===== config.mk =====
export PLATFORM = sky130hd
export DESIGN_NAME = iodc_diag_cfg
export DESIGN_NICKNAME = d
export VERILOG_FILES = /design/src/logic/iodc_pkg.sv /design/src/logic/iodc_thr_if.sv /design/src/logic/iodc_diag_cfg.sv /design/src/logic/iodc_thresh_map.sv
export VERILOG_INCLUDE_DIRS = /design/src /design/src/logic
export SDC_FILE = /design/constraint.sdc
export NUM_CORES = 1
export LEC_CHECK = 0
export ABC_CLOCK_PERIOD_IN_PS = 2700
export BUFFER_PORTS_ARGS = -buffer_cell sky130_fd_sc_hd__clkbuf_2
export CAP_MARGIN = 0
export CORE_UTILIZATION = 40
export CTS_CLUSTER_SIZE = 14
export DETAILED_ROUTE_END_ITERATION = 12
export GPL_TIMING_DRIVEN = 1
export PLACE_DENSITY_LB_ADDON = 0.2
export SYNTH_ARGS = -nofsm -noshare
export SYNTH_HDL_FRONTEND = slang
export SYNTH_SLANG_ARGS = --single-unit

===== constraint.sdc =====
create_clock -name i_ref_clk -period 2.7 [get_ports i_ref_clk]
set_input_delay 0.405 -clock i_ref_clk [delete_from_list [all_inputs] [get_ports i_ref_clk]]
set_output_delay 0.405 -clock i_ref_clk [all_outputs]
set_load 0.02 [all_outputs]

===== src/logic/iodc_params.svh =====
// offsets, field positions, reset values and threshold figures
`ifndef IODC_PARAMS_SVH
`define IODC_PARAMS_SVH

// ***************************************************************
// register offsets and reset values
// ***************************************************************
`define IODC_ADDR_SCAN_EN 8'h46
`define IODC_ADDR_THRESH 8'h47
`define IODC_RST_SCAN_EN 8'h00
`define IODC_RST_THRESH 8'h37

// ***************************************************************
// scan enable bit positions
// ***************************************************************
`define IODC_BIT_IN_ONE 7
`define IODC_BIT_IN_TWO 6
`define IODC_BIT_INCL_SE_NEG 5
`define IODC_BIT_INCL_AC 4
`define IODC_BIT_OUT_ONE_POS 3
`define IODC_BIT_OUT_ONE_NEG 2
`define IODC_BIT_OUT_TWO_POS 1
`define IODC_BIT_OUT_TWO_NEG 0

// ***************************************************************
// threshold fields
// ***************************************************************
`define IODC_TERM_MSB 7
`define IODC_TERM_LSB 4
`define IODC_BATT_MSB 3
`define IODC_BATT_LSB 0

// ***************************************************************
// threshold codes and their millivolt values
// ***************************************************************
`define IODC_CODE_0 4'h0
`define IODC_CODE_1 4'h1
`define IODC_CODE_2 4'h2
`define IODC_CODE_14 4'hE
`define IODC_CODE_15 4'hF
`define IODC_MV_0 9'h000
`define IODC_MV_30 9'h01E
`define IODC_MV_60 9'h03C
`define IODC_MV_420 9'h1A4
`define IODC_MV_450 9'h1C2

`endif


===== src/logic/iodc_pkg.sv =====
// types shared by the diagnostic configuration block
package iodc_pkg;
    typedef logic [3:0] iodc_code_t;
    typedef logic [8:0] iodc_mv_t;
    typedef logic [7:0] iodc_byte_t;
endpackage


===== src/logic/iodc_thr_if.sv =====
// threshold codes to the mapper and millivolt values back
interface iodc_thr_if;
    iodc_pkg::iodc_code_t term_code;
    iodc_pkg::iodc_code_t batt_code;
    iodc_pkg::iodc_mv_t term_mv;
    iodc_pkg::iodc_mv_t batt_mv;
    logic term_known;
    logic batt_known;

    modport mapper (
        input term_code,
        input batt_code,
        output term_mv,
        output batt_mv,
        output term_known,
        output batt_known
    );
    modport owner (
        output term_code,
        output batt_code,
        input term_mv,
        input batt_mv,
        input term_known,
        input batt_known
    );
endinterface


===== src/logic/iodc_diag_cfg.sv =====
// fault diagnostic scan configuration registers
`include "iodc_params.svh"

module iodc_diag_cfg (
    // clock and reset
    input wire logic i_ref_clk,
    input wire logic i_arst_n,
    // register port
    input wire logic i_reg_wr,
    input wire logic i_reg_rd,
    input wire logic [7:0] i_reg_addr,
    input wire logic [7:0] i_reg_wdata,
    output logic [7:0] o_reg_rdata,
    output logic o_reg_rd_valid,
    // channel coupling from the input configuration
    input wire logic [1:0] i_ch_single_ended,
    input wire logic [1:0] i_ch_ac_coupled,
    // pin scan selects
    output logic o_in1_pos_scan,
    output logic o_in1_neg_scan,
    output logic o_in2_pos_scan,
    output logic o_in2_neg_scan,
    output logic o_out1_pos_scan,
    output logic o_out1_neg_scan,
    output logic o_out2_pos_scan,
    output logic o_out2_neg_scan,
    // short thresholds
    output logic [3:0] o_terminal_short_threshold,
    output logic [3:0] o_battery_short_threshold,
    output logic [8:0] o_term_mv,
    output logic o_term_mv_known,
    output logic [8:0] o_batt_mv,
    output logic o_batt_mv_known
);

    // ***************************************************************
    // reset release
    // ***************************************************************
    logic rst_meta_r;
    logic rst_n_r;

    always_ff @(posedge i_ref_clk or negedge i_arst_n) begin
        if (!i_arst_n) begin
            rst_meta_r <= 1'b0;
            rst_n_r <= 1'b0;
        end else begin
            rst_meta_r <= 1'b1;
            rst_n_r <= rst_meta_r;
        end
    end

    // ***************************************************************
    // registers
    // ***************************************************************
    iodc_pkg::iodc_byte_t scan_en_r;
    iodc_pkg::iodc_byte_t thresh_r;
    logic wr_scan;
    logic wr_thresh;

    assign wr_scan = i_reg_wr && (i_reg_addr == `IODC_ADDR_SCAN_EN);
    assign wr_thresh = i_reg_wr && (i_reg_addr == `IODC_ADDR_THRESH);

    always_ff @(posedge i_ref_clk or negedge rst_n_r) begin
        if (!rst_n_r) begin
            scan_en_r <= `IODC_RST_SCAN_EN;
        end else if (wr_scan) begin
            scan_en_r <= i_reg_wdata;
        end
    end

    // every code is kept as written, undocumented ones included
    always_ff @(posedge i_ref_clk or negedge rst_n_r) begin
        if (!rst_n_r) begin
            thresh_r <= `IODC_RST_THRESH;
        end else if (wr_thresh) begin
            thresh_r <= i_reg_wdata;
        end
    end

    // ***************************************************************
    // read back
    // ***************************************************************
    // unmapped offsets read as zero; a read and write in one cycle
    // returns the old value
    iodc_pkg::iodc_byte_t rdata_nxt;

    always_comb begin
        rdata_nxt = 8'h00;
        case (i_reg_addr)
            `IODC_ADDR_SCAN_EN: rdata_nxt = scan_en_r;
            `IODC_ADDR_THRESH: rdata_nxt = thresh_r;
            default: rdata_nxt = 8'h00;
        endcase
    end

    always_ff @(posedge i_ref_clk or negedge rst_n_r) begin
        if (!rst_n_r) begin
            o_reg_rdata <= 8'h00;
            o_reg_rd_valid <= 1'b0;
        end else begin
            o_reg_rd_valid <= i_reg_rd;
            if (i_reg_rd) begin
                o_reg_rdata <= rdata_nxt;
            end
        end
    end

    // ***************************************************************
    // pin scan selects
    // ***************************************************************
    // coupling inputs come from same-clock configuration logic
    logic [1:0] in_ok;
    logic [1:0] neg_ok;

    always_comb begin
        for (int k = 0; k < 2; k++) begin
            in_ok[k] = !i_ch_ac_coupled[k] ||
                scan_en_r[`IODC_BIT_INCL_AC];
            neg_ok[k] = !i_ch_single_ended[k] ||
                scan_en_r[`IODC_BIT_INCL_SE_NEG];
        end
    end

    always_ff @(posedge i_ref_clk or negedge rst_n_r) begin
        if (!rst_n_r) begin
            o_in1_pos_scan <= 1'b0;
            o_in1_neg_scan <= 1'b0;
            o_in2_pos_scan <= 1'b0;
            o_in2_neg_scan <= 1'b0;
        end else begin
            o_in1_pos_scan <= scan_en_r[`IODC_BIT_IN_ONE] && in_ok[0];
            o_in1_neg_scan <= scan_en_r[`IODC_BIT_IN_ONE] && in_ok[0] &&
                neg_ok[0];
            o_in2_pos_scan <= scan_en_r[`IODC_BIT_IN_TWO] && in_ok[1];
            o_in2_neg_scan <= scan_en_r[`IODC_BIT_IN_TWO] && in_ok[1] &&
                neg_ok[1];
        end
    end

    always_ff @(posedge i_ref_clk or negedge rst_n_r) begin
        if (!rst_n_r) begin
            o_out1_pos_scan <= 1'b0;
            o_out1_neg_scan <= 1'b0;
            o_out2_pos_scan <= 1'b0;
            o_out2_neg_scan <= 1'b0;
        end else begin
            o_out1_pos_scan <= scan_en_r[`IODC_BIT_OUT_ONE_POS];
            o_out1_neg_scan <= scan_en_r[`IODC_BIT_OUT_ONE_NEG];
            o_out2_pos_scan <= scan_en_r[`IODC_BIT_OUT_TWO_POS];
            o_out2_neg_scan <= scan_en_r[`IODC_BIT_OUT_TWO_NEG];
        end
    end

    // ***************************************************************
    // thresholds
    // ***************************************************************
    iodc_thr_if thr ();

    assign thr.term_code = thresh_r[`IODC_TERM_MSB:`IODC_TERM_LSB];
    assign thr.batt_code = thresh_r[`IODC_BATT_MSB:`IODC_BATT_LSB];

    iodc_thresh_map u_map (
        .thr(thr)
    );

    // reset values mirror the reset codes 3 and 7, both without a figure
    always_ff @(posedge i_ref_clk or negedge rst_n_r) begin
        if (!rst_n_r) begin
            o_terminal_short_threshold <= 4'h3;
            o_battery_short_threshold <= 4'h7;
            o_term_mv <= `IODC_MV_0;
            o_term_mv_known <= 1'b0;
            o_batt_mv <= `IODC_MV_0;
            o_batt_mv_known <= 1'b0;
        end else begin
            o_terminal_short_threshold <= thr.term_code;
            o_battery_short_threshold <= thr.batt_code;
            o_term_mv <= thr.term_mv;
            o_term_mv_known <= thr.term_known;
            o_batt_mv <= thr.batt_mv;
            o_batt_mv_known <= thr.batt_known;
        end
    end

    // ***************************************************************
    // checks
    // ***************************************************************
    a_in_one_scan: assert property (
        @(posedge i_ref_clk) disable iff (!rst_n_r)
        !scan_en_r[7] |=> !o_in1_pos_scan && !o_in1_neg_scan)
        else $error("input one scanned while disabled");

    a_in_two_scan: assert property (
        @(posedge i_ref_clk) disable iff (!rst_n_r)
        scan_en_r[6] && !i_ch_ac_coupled[1] |=> o_in2_pos_scan)
        else $error("input two positive pin not scanned");

    a_se_neg_pin: assert property (
        @(posedge i_ref_clk) disable iff (!rst_n_r)
        scan_en_r[7] && !i_ch_ac_coupled[0] |=>
        o_in1_neg_scan == $past(scan_en_r[5] || !i_ch_single_ended[0]))
        else $error("single-ended negative pin selection wrong");

    a_ac_coupled: assert property (
        @(posedge i_ref_clk) disable iff (!rst_n_r)
        scan_en_r[7] && i_ch_ac_coupled[0] |=>
        o_in1_pos_scan == $past(scan_en_r[4]))
        else $error("ac-coupled pin selection wrong");

    a_out1p_scan: assert property (
        @(posedge i_ref_clk) disable iff (!rst_n_r)
        wr_scan |-> ##2 o_out1_pos_scan == $past(i_reg_wdata[3], 2))
        else $error("output one positive select lost");

    a_out1m_scan: assert property (
        @(posedge i_ref_clk) disable iff (!rst_n_r)
        wr_scan |-> ##2 o_out1_neg_scan == $past(i_reg_wdata[2], 2))
        else $error("output one negative select lost");

    a_out2p_scan: assert property (
        @(posedge i_ref_clk) disable iff (!rst_n_r)
        wr_scan |-> ##2 o_out2_pos_scan == $past(i_reg_wdata[1], 2))
        else $error("output two positive select lost");

    a_out2m_scan: assert property (
        @(posedge i_ref_clk) disable iff (!rst_n_r)
        wr_scan |-> ##2 o_out2_neg_scan == $past(i_reg_wdata[0], 2))
        else $error("output two negative select lost");

    a_term_low_codes: assert property (
        @(posedge i_ref_clk) disable iff (!rst_n_r)
        thresh_r[7:4] == 4'h1 |=> o_term_mv == 9'h01E && o_term_mv_known)
        else $error("terminal code 1 not 30 mV");

    a_term_high_codes: assert property (
        @(posedge i_ref_clk) disable iff (!rst_n_r)
        thresh_r[7:4] == 4'hE |=> o_term_mv == 9'h1A4 && o_term_mv_known)
        else $error("terminal code 14 not 420 mV");

    a_batt_low_codes: assert property (
        @(posedge i_ref_clk) disable iff (!rst_n_r)
        thresh_r[3:0] == 4'h2 |=> o_batt_mv == 9'h03C && o_batt_mv_known)
        else $error("battery code 2 not 60 mV");

    a_batt_high_codes: assert property (
        @(posedge i_ref_clk) disable iff (!rst_n_r)
        thresh_r[3:0] inside {[4'hA:4'hD]} |=> !o_batt_mv_known)
        else $error("battery configured code given a figure");

    a_code_passthru: assert property (
        @(posedge i_ref_clk) disable iff (!rst_n_r)
        wr_thresh |-> ##2
        {o_terminal_short_threshold, o_battery_short_threshold} ==
        $past(i_reg_wdata, 2))
        else $error("threshold codes not passed unchanged");

endmodule


===== src/logic/iodc_thresh_map.sv =====
// maps 4-bit short threshold codes to millivolt figures
`include "iodc_params.svh"

module iodc_thresh_map (
    // codes in, figures out
    iodc_thr_if.mapper thr
);

    // ***************************************************************
    // code to millivolt decode
    // ***************************************************************
    // codes 3 to 13 carry no fixed figure here; the analog side owns
    // their meaning, so they come out as unknown with a zero figure
    function automatic logic [9:0] iodc_map(input iodc_pkg::iodc_code_t c);
        logic [9:0] r;
        r = {1'b0, `IODC_MV_0};
        case (c)
            `IODC_CODE_0: r = {1'b1, `IODC_MV_0};
            `IODC_CODE_1: r = {1'b1, `IODC_MV_30};
            `IODC_CODE_2: r = {1'b1, `IODC_MV_60};
            `IODC_CODE_14: r = {1'b1, `IODC_MV_420};
            `IODC_CODE_15: r = {1'b1, `IODC_MV_450};
            default: r = {1'b0, `IODC_MV_0};
        endcase
        return r;
    endfunction

    logic [9:0] term_map;
    logic [9:0] batt_map;

    assign term_map = iodc_map(thr.term_code);
    assign batt_map = iodc_map(thr.batt_code);
    assign thr.term_known = term_map[9];
    assign thr.term_mv = term_map[8:0];
    assign thr.batt_known = batt_map[9];
    assign thr.batt_mv = batt_map[8:0];

endmodule


After elaboration in Yosys (flattened, before gate mapping)
Cells that the tools add are included.
- $add $sub $neg: 0
- $mul: 0
- divide/modulo/power cells: 0
- $lt $le $gt $ge: 0
- equality and inequality tests: 10
- shift-type cells: 0
- multiplexer cells: 3
- bitwise logic cells: 0
- reduce and logical (&&, ||, !) cells: 16
- operator list (kind ; number):
    $pmux 10 s5 ; 2
    $eq 4x4->1 const B ; 4
    $eq 8x7->1 const B ; 2
    $pmux 8 s2 ; 1
    $eq 4x1->1 const B ; 2
    $eq 4x2->1 const B ; 2
    $logic_not 4->1 ; 2
    $logic_and 1x1->1 ; 6
    $logic_not 1->1 ; 4
    $logic_or 1x1->1 ; 4
- flip-flop bits (word level): 63
- latch bits: 0
- bits in writable memories: 0
- bits in read-only memories: 0
- input port bits: 24
- output and inout port bits: 45
- word-level logic and storage cells: 49
- memories: 0

Depth between registers and ports, before layout
Gate-level depths: netlist of the first run.
- word-level depth: 4
- mapped depth: 5
- mapped depth without buffers: 3

Hierarchy
A second synthesis of the first run with hierarchy kept.
- cells, all modules: 157
- area, all modules: 2309.7 um^2
- modules (own cells, without submodules) (module ; times used ; cells an instance ; area an instance (um^2) ; seq. area each (um^2)):
    iodc_diag_cfg ; 1 ; 126 ; 2099.5 ; 1589.0
    iodc_thresh_map ; 1 ; 31 ; 210.2 ; 0.0

Worst setup path before layout of the first run
OpenSTA, ideal clock, no wires.
- kind: input port to flip-flop
- start: input port i_reg_addr[5]
- end: register thresh_r[3]
- library setup time: 125 ps
- arrival time: 1878 ps
- data required time: 2575 ps
- slack: 697 ps
- cell stages on the path: 4
- buffers on the path: 1
- cells stage by stage: or4b_4 -> or4_4 -> buf_6 -> mux2_4
- cells in the longest elaborated chain, start to end: 2
- RTL lines (item ; line ; source):
    start: declaration ; iodc_diag_cfg.sv:11 ; input wire logic [7:0] i_reg_addr,
    $eq 8x7->1 ; - ;
    $logic_and 1x1->1 ; iodc_diag_cfg.sv:61 ; assign wr_thresh = i_reg_wr && (i_reg_addr == `IODC_ADDR_THRESH);
    end signal: assignment ; iodc_diag_cfg.sv:74 ; thresh_r <= `IODC_RST_THRESH;
    end signal: assignment ; iodc_diag_cfg.sv:76 ; thresh_r <= i_reg_wdata;
    end: declaration ; iodc_diag_cfg.sv:56 ; iodc_pkg::iodc_byte_t thresh_r;
Every way passes these cells.
A chain may end at the register's enable or synchronous reset.

Worst setup path after layout of the first run
- start: input port i_reg_addr[5]
- end: register scan_en_r[7]
- cells in the longest elaborated chain, start to end: 2
- RTL lines (item ; line ; source):
    $eq 8x7->1 ; - ;
    $logic_and 1x1->1 ; iodc_diag_cfg.sv:60 ; assign wr_scan = i_reg_wr && (i_reg_addr == `IODC_ADDR_SCAN_EN);
    end signal: assignment ; iodc_diag_cfg.sv:65 ; scan_en_r <= `IODC_RST_SCAN_EN;
    end signal: assignment ; iodc_diag_cfg.sv:67 ; scan_en_r <= i_reg_wdata;
    end: declaration ; iodc_diag_cfg.sv:55 ; iodc_pkg::iodc_byte_t scan_en_r;
Every way passes these cells.

==> impl_metrics.yaml, run 1 <==
outcome:
  status: "finished, final reports clean"
logic_synthesis:
  synthTopCellsByCount: "dfrtp_1 (47), mux2_2 (16), inv_1 (14), dfstp_2 (10)"
  synth_top_area_cell: "dfrtp_1"
  synth_cells: 159
  synth-seq-cells: 57
  ys_seq_area_frac: 0.6545
  avgSynthCellArea_um2: 13.83
  synthDistinctLibCells: 24
  synthFlopType: "dfrtp_1"
  synth_top_area_frac: 0.5350
  ys_async_sr_fraction: 1.000
  synth_area_um2: 2198
  ys_warn_count: 0
  synth_edf_count: 0
  synth_most_common_cell: "dfrtp_1"
  ys_top_cells_by_area: "dfrtp_1 (54%), dfstp_2 (12%), mux2_2 (8.2%), mux2_4 (5.5%), inv_1 (2.4%)"
pwr:
  ir_worst_vdd_mv: 0.3867
  power_density_nw_per_um2: 706.8
  p_leak_nw: 1.446
  finalPower_mw: 1.971
placement:
  placed_area_um2: 2550
  numPortBuffers: 66
  hpwl_mm: 2.652
  place_ws_ns: 0.5892
  gp_congestion: 0.6911
critical_path:
  cp.required_ns: 2.92
  arrival_ns: 1.97
  cp-start-kind: "input pin"
  crit_type: "in -> reg"
  cp_max_fo: 8
  critPathCaptureType: "flip-flop"
sta:
  setup_viol: 0
  drv_slew: 0
  setup_tns_ns: 0
  fin_skew_ns: 0.006683
  timing.final.ws_setup_ns: 0.9459
  worstMarginPinSlew_ns: 0.5896
  max_freq_ghz: 0.5701
  rsz0062_at_grt: "false"
  fin_crit_sh: 0.6497
  min_period_ns: 1.754
  slew_headroom: 0.6040
  hold_viol: 0
cells_and_area:
  antenna_cells: 0
  finish.utilization: 0.5358
  final-seq-area_um2: 1440
  area_growth_pct: 26.86
  multiInputGateArea_um2: 631.9
  drive_gt1_frac: 0.5368
  stdcell_area_um2: 2789
  final_net_count: 250
  fillers: 484
global_routing:
  grt_pass1_wl_mm: 6.699
  grt_pass1_vias: 1352
  antenna_found_initial: 0
  grt-ovfl-total: 0
  grt_usage: 0.1541
  grt_max_degree: 32
min_path:
  min_path_type: "reg -> async"
floorplanning:
  fp.coreArea_um2: 5205
  initial_utilization: 0.4224
  num_rows: 26
  die_w_um: 76.14
  design.portCount: 69
  die_h_um: 76.14
  dieArea_um2: 5797
route:
  drc: 0
  first_pass_iters: 4
  vias_per_cell: 4.389
  wl_per_cell_um: 12.78
  detail-route-antenna-nets: 0
  via_count: 1321
  drt-initial-drc-count: 76
  wl_mm: 3.847
cts:
  cts_resized: 0
  cts_buffer_depth: 2
  cts.sinks: 57
  cts_root_buf: "clkbuf_8"
  numCtsBuffers: 9
  hold_buffers: 1
  post-cts-setup-buffers: 0
  clk_latency_ns: 0.33
  cts_tree: "done"
  cts-htree-levels: 3
  clk_pin_slew_ns: 0.07
job:
  max_cap_viol_count: 0
sequential cells by signal, summed over array words and instances (netlist names), 4 cells and up:
name and cells:
scan_en_r 8, o_reg_rdata 8, o_terminal_short_threshold 4, o_battery_short_threshold 4, thresh_r 8, o_batt_mv 6, o_term_mv 6
placed cells by master (no fill, tap or decap), types with 2 or more instances in the layout:
cell type / n
and3_1: 4
or2_2: 3
mux2_2: 16
clkbuf_8: 11
a21o_1: 2
bufinv_16: 2
a21boi_0: 4
nor3_1: 4
nand2_1: 8
a211oi_1: 2
nor2_1: 4
clkinv_2: 2
and2_1: 2
conb_1: 3
o22ai_1: 8
clkbuf_2: 66
dfstp_2: 10
mux2_4: 8
inv_1: 14
xnor2_1: 4
dfrtp_1: 46
stage by stage:
step | hold slack [ns] | instances
global placement | 0.1918 | 284
floorplan | 0.1094 | 160
finish | 0.2470 | 301
global route | 0.2653 | 301
CTS | 0.2430 | 301
detailed placement | 0.1974 | 284
critical path, cell delays in order:
cell	delay (ns)
clkbuf_2	0.08
or4b_4	0.55
nor4_4	0.53
mux2_2	0.40
path summary, 6_finish.rpt:
kind / depth (start not counted) / from / slack [ns] / end
max: 4 / i_reg_addr[5] / 0.95 / scan_en_r[7]
min: 0 / rst_n_r / 0.25 / o_terminal_short_threshold[2]
max reg2reg: 2 / thresh_r[6] / 1.53 / o_term_mv_known
min reg2reg: 0 / rst_n_r / 0.25 / o_terminal_short_threshold[2]
max in group asynchronous: 1 / rst_n_r / 1.62 / o_terminal_short_threshold[1]
min in group i_ref_clk: 2 / i_ch_single_ended[1] / 0.25 / o_in2_neg_scan
logic make-up (layout without fill, tap and decap cells):
kind of cell	Yosys count	after routing	synth area share
DFF	57	57	0.6545
AOI/OAI and AO/OA	16	16	0.05008
muxes	24	24	0.1366
buffers and inverters	27	98	0.05976
other	2	3	0.003416
and+or+nand+nor	29	29	0.07968
xor gates and xnor gates	4	4	0.01593
routing by layer:
| metal | GRT usage | up-vias | wire length (um) |
|---|---|---|---|
| met5 | 0 | - | 0 |
| met4 | 0.09231 | 0 | 91 |
| met3 | 0.05269 | 10 | 209 |
| met2 | 0.2245 | 44 | 1712 |
| met1 | 0.1990 | 611 | 1833 |
| li1 | - | 656 | - |
area by class of cell:
type	count	share of cell area
Timing Repair Buffer	68	0.1247
Inverter	14	0.01884
Clock inverter	5	0.02782
Tap cell	70	0.03140
Sequential cell	57	0.5164
Clock buffer	11	0.05428
Multi-Input combinational cell	76	0.2266
where the power goes:
part	leakage (nW)	internal, mW	switching (mW)
clock network	0.115	0.566	0.336
registers	0.737	0.895	0.0309
logic	0.594	0.0627	0.0808
No activity file was read; power rests on OpenSTA's default activity.
==> inputs of run 2 (changes only) <==
ABC_CLOCK_PERIOD_IN_PS = 1450   (was 2700)
clock period = 1.45 ns   (was 2.7 ns; I/O delays follow)
==> run 2 against run 1 <==
  * The flow now finishes with violations (setup timing)
  * Design area increased by 1.3%
  * Clock skew increased by 0.00070 ns
  * Non-clock buffer count increased by 6
  * Largest cell class unchanged
  * Sequential power increased by 85%
  * Critical endpoint is now thresh_r[7]
  * Clock-buffer cell count increased by 2
  * First-iteration DRC count decreased by 41%
==> impl_metrics.yaml, run 2 (synthesized netlist as in run 1, its figures left out) <==
outcome:
  status: "finished with violations"
  violations: "setup timing"
pwr:
  power_frac_seq: 0.509
  p_leak_nw: 1.471
  combPwrFrac: 0.088
  p_sw_mw: 0.8103
  power_density_nw_per_um2: 1190
  switching_share: 0.2412
  ir_worst_vdd_mv: 0.4978
  finalPower_mw: 3.359
  clkPwrFrac: 0.403
  p_int_mw: 2.549
placement:
  gp_congestion: 0.7275
  place_ws_ns: -0.4434
  numPortBuffers: 66
  place_inst: 290
  hpwl_mm: 2.702
cts:
  cts-htree-levels: 3
  cts_root_buf: "clkbuf_8"
  numCtsBuffers: 9
  cts_buffer_depth: 2
  clk_latency_ns: 0.33
  cts_resized: 0
  clk_pin_slew_ns: 0.06
  cts_tree: "done"
  cts.sinks: 57
sta:
  drv_slew: 0
  timing.final.ws_setup_ns: -0.09219
  min_period_ns: 1.542
  fin_skew_ns: 0.007384
  max_freq_ghz: 0.6484
  fin_crit_sh: 1.064
  rsz0062_at_grt: "true"
  setup_viol: 8
  hold_viol: 0
  setup_tns_ns: -0.5021
floorplanning:
  design.portCount: 69
  initial_utilization: 0.4224
  die_w_um: 76.14
  fp.coreArea_um2: 5205
  die_h_um: 76.14
  dieArea_um2: 5797
  num_rows: 26
cells_and_area:
  final_net_count: 256
  finish.utilization: 0.5425
  final_cell_mix: "clkbuf_2 (66), dfrtp_1 (46), inv_1 (14), mux2_4 (14), clkbuf_8 (12)"
  reg.largest.list: "o_reg_rdata (8), scan_en_r (8), thresh_r (8)"
  drive_gt1_frac: 0.5443
  area_growth_pct: 28.46
  antenna_cells: 0
  mostFrequentLayoutCell: "clkbuf_2"
  stdcell_count: 307
route:
  wl_mm: 3.852
  routed.top_layer: "met4"
  drt-met1-wl_mm: 1.850
  drc: 0
  met3WireLength_um: 178
  wl_per_cell_um: 12.55
  detail-route-antenna-nets: 0
  drt-initial-drc-count: 45
  vias_per_cell: 4.381
  via_count: 1345
  met2_length_mm: 1.701
  first_pass_iters: 4
critical_path:
  cp_max_fo: 8
  arrival_ns: 1.76
  crit_type: "in -> reg"
  cp-start-kind: "input pin"
  critPathCaptureType: "flip-flop"
  crit_start: "i_reg_addr[5]"
  cp.required_ns: 1.67
  r2r_start: "thresh_r[6]"
global_routing:
  grt_max_degree: 56
  grt-ovfl-total: 0
  grt_pass1_wl_mm: 6.492
  grt_usage: 0.1502
  antenna_found_initial: 0
  grt_pass1_vias: 1342
job:
  max_cap_viol_count: 0
min_path:
  min_path_type: "in -> reg"
  min_from: "i_ch_single_ended[1]"
==> run 2: cell count changes in the layout (fill, tap and decap cells not counted), sizes merged <==
| cell | delta |
|---|---|
| clkinv | +1 |
| clkinvlp | -1 |
| clkbuf | +2 |
| bufinv | -2 |
| buf | +6 |
==> run 2: worst max-delay path, cell delays in order <==
cell and delay [ns]:
clkbuf_2 0.08, or4b_4 0.53, or4_4 0.60, mux2_4 0.33
==> run 2: what timing repair did <==
item                       4_1_cts  5_1_grt
hold endpoints to repair         2        0
setup buffers                    0        0
setup endpoints to repair       16       16
hold buffers                     1        0
pin swaps                        1        0
==> run 2: area by class of cell <==
| type | instances | area, um^2 |
|---|---|---|
| clock inverter | 3 | 15.01 |
| multi-input combinational | 76 | 654.4 |
| clock buffer | 13 | 168.9 |
| fill | 472 | 2381 |
| timing repair buffer | 74 | 405.4 |
| inverter | 14 | 52.55 |
| tap | 70 | 87.58 |
| sequential | 57 | 1440 |
==> run 2: final timing paths <==
kind                                                  to  slack [ns]  cells after the start
setup / recovery                             thresh_r[7]       -0.09                      4
min in group asynchronous                        rst_n_r        0.21                      2
hold reg to reg            o_terminal_short_threshold[3]        0.26                      1
setup reg to reg                         o_term_mv_known        0.28                      2
max in group asynchronous   o_battery_short_threshold[2]        0.91                      1
hold / removal                            o_in2_neg_scan        0.07                      2
==> run 2: through the flow <==
| step | hold WS [ns] | area (um^2) |
|---|---|---|
| global placement | 0.003207 | 2630 |
| global route | 0.07140 | 2824 |
| finish | 0.06983 | 2824 |
| CTS | 0.05349 | 2824 |
| detailed placement | 0.003928 | 2630 |
| floorplan | -0.07809 | 2226 |
==> run 2: power by group through the flow <==
stage          Combinational (mW)  Sequential (mW)  Clock [mW]
6_report                    0.294             1.71        1.35
5_1_grt                     0.327             1.72        1.44
4_1_cts                     0.301             1.71        1.39
3_5_place_dp                0.298             1.74           0
3_3_place_gp                0.296             1.74           0
2_1_floorplan               0.124             1.80           0
==> run 2: metal layers <==
| metal | track usage | vias to the layer above |
|---|---|---|
| li1 | - | 663 |
| met1 | 0.1902 | 617 |
| met2 | 0.2245 | 52 |
| met3 | 0.03713 | 13 |
| met4 | 0.1096 | 0 |
| met5 | 0 | - |
==> inputs of run 3 (changes only) <==
SETUP_SLACK_MARGIN = 0.3   (was not set)
SLEW_MARGIN = 20   (was not set)
==> run 3 against run 2 <==
  * The flow still finishes with violations (setup timing)
  * Design area rose by 5.1%
  * Critical endpoint unchanged
  * Sequential power is essentially flat
  * Via count rose by 2.7%
  * Clock-buffer cell count unchanged
  * Sequential share of layout area decreased by 2.5 points
  * Non-clock buffer count increased by 2
  * Highest routed layer unchanged
==> impl_metrics.yaml, run 3 (synthesized netlist as in run 1, its figures left out) <==
sta:
  hold_viol: 0
  setup_viol: 11
  max_freq_ghz: 0.6368
  rsz0062_at_grt: "true"
  timing.final.ws_setup_ns: -0.1203
  min_period_ns: 1.570
  fin_skew_ns: 0.007759
  fin_crit_sh: 1.083
  drv_slew: 0
route:
  wl_per_cell_um: 12.88
  wl_mm: 3.981
  via_count: 1381
  detail-route-antenna-nets: 0
  first_pass_iters: 4
  drt-initial-drc-count: 58
  vias_per_cell: 4.469
  drc: 0
placement:
  gp_congestion: 0.7099
  numPortBuffers: 66
  hpwl_mm: 2.752
  place_inst: 291
  placed_area_um2: 2638
  place_ws_ns: -0.4431
critical_path:
  crit_path_top_delay_cell: "or4_4"
  crit_chain: "buf_6 > or4b_4 > or4_4 > mux2_4"
  critPathCaptureType: "flip-flop"
  crit_type: "in -> reg"
  arrival_ns: 1.78
  cp-start-kind: "input pin"
  max_stage_delay_ns: 0.61
  critPathTopFamily: "simple AND/OR/NAND/NOR gates"
  cp.required_ns: 1.66
  critPathBufInv: 1
  cp_max_fo: 8
floorplanning:
  die_w_um: 76.14
  fp.coreArea_um2: 5205
  die_h_um: 76.14
  dieArea_um2: 5797
  initial_utilization: 0.4224
  num_rows: 26
  design.portCount: 69
cells_and_area:
  area_growth_pct: 35.06
  drive_gt1_frac: 0.5858
  final_net_count: 258
  fillers: 467
  mostFrequentLayoutCell: "clkbuf_2"
  stdcell_count: 309
  final_cell_mix: "clkbuf_2 (60), dfrtp_1 (46), inv_1 (14), mux2_4 (14), clkbuf_8 (11)"
  stdcell_area_um2: 2969
  antenna_cells: 0
  reg.largest.list: "o_reg_rdata (8), scan_en_r (8), thresh_r (8)"
global_routing:
  grt-ovfl-total: 0
  grt_usage: 0.1525
  grt_max_degree: 39
  grt_pass1_vias: 1320
  grt_pass1_wl_mm: 6.499
  antenna_found_initial: 0
pwr:
  finalPower_mw: 3.488
  ir_worst_vdd_mv: 0.7238
  power_density_nw_per_um2: 1175
  p_leak_nw: 1.515
outcome:
  status: "finished with violations"
  violations: "setup timing"
cts:
  clk_pin_slew_ns: 0.06
  cts_root_buf: "clkbuf_8"
  cts_tree: "done"
  cts-htree-levels: 3
  numCtsBuffers: 9
  cts_buffer_depth: 2
  clk_latency_ns: 0.33
  cts.sinks: 57
job:
  max_cap_viol_count: 0
min_path:
  min_path_type: "in -> reg"
==> run 3: area by class of cell <==
cell class,instances,area (um^2),area share
clock buffers,13,158.9,0.05352
clock inverters,3,40.04,0.01349
inverters,14,52.55,0.01770
multi-input cells,76,713.2,0.2402
flip-flops and latches,57,1440,0.4850
well taps,70,87.58,0.02950
repair buffers,76,476.7,0.1606
==> run 3: metrics by stage <==
| stage | util | TNS (ns) | hold slack [ns] |
|---|---|---|---|
| after floorplan | - | -5.239 | -0.07809 |
| after CTS | 0.5618 | -0.5188 | 0.05069 |
| after detailed placement | 0.5067 | -7.987 | 0.006142 |
| after global routing | 0.5704 | -0.8213 | 0.05465 |
| final | 0.5704 | -0.7144 | 0.07102 |
| after global placement | 0.5067 | -7.621 | 0.005400 |
==> run 3: what timing repair did <==
item,CTS,global route
resized for setup,16,11
hold buffers,1,0
pin swaps,2,9
buffers inserted,0,1
hold endpoints to repair,2,0
setup endpoints to repair,30,33
==> run 3: worst reg2reg max path, delay by kind of cell (launching register included) <==
family	cells	cell delay, ns
flops	1	0.47
simple gates	2	0.57
==> run 3: where the power goes <==
group	leakage, nW	total (mW)	switching, mW	internal (mW)
sequential	0.737	1.72	0.0549	1.67
clock	0.103	1.46	0.575	0.882
combinational	0.675	0.309	0.161	0.148
==> run 3: worst paths after layout <==
check                           slack (ns)  cells past startpoint                           end                 start
worst min-delay path                  0.07                      2                o_in1_neg_scan  i_ch_single_ended[0]
worst max register to register        0.29                      2               o_term_mv_known           thresh_r[6]
min in group asynchronous             0.20                      0                o_in1_neg_scan               rst_n_r
max in group asynchronous             0.66                      1  o_battery_short_threshold[1]               rst_n_r
worst max-delay path                 -0.12                      4                   thresh_r[7]         i_reg_addr[5]
worst min register to register        0.20                      0                o_in1_neg_scan               rst_n_r
==> run 3: routing by layer <==
metal	routed length, um	GRT usage	up-vias	part of all wire
met4	99	0.1096	0	0.025
li1	-	-	668	-
met3	215	0.04551	9	0.054
met5	0	0	-	0
met1	1937	0.2024	654	0.49
met2	1728	0.2118	50	0.43
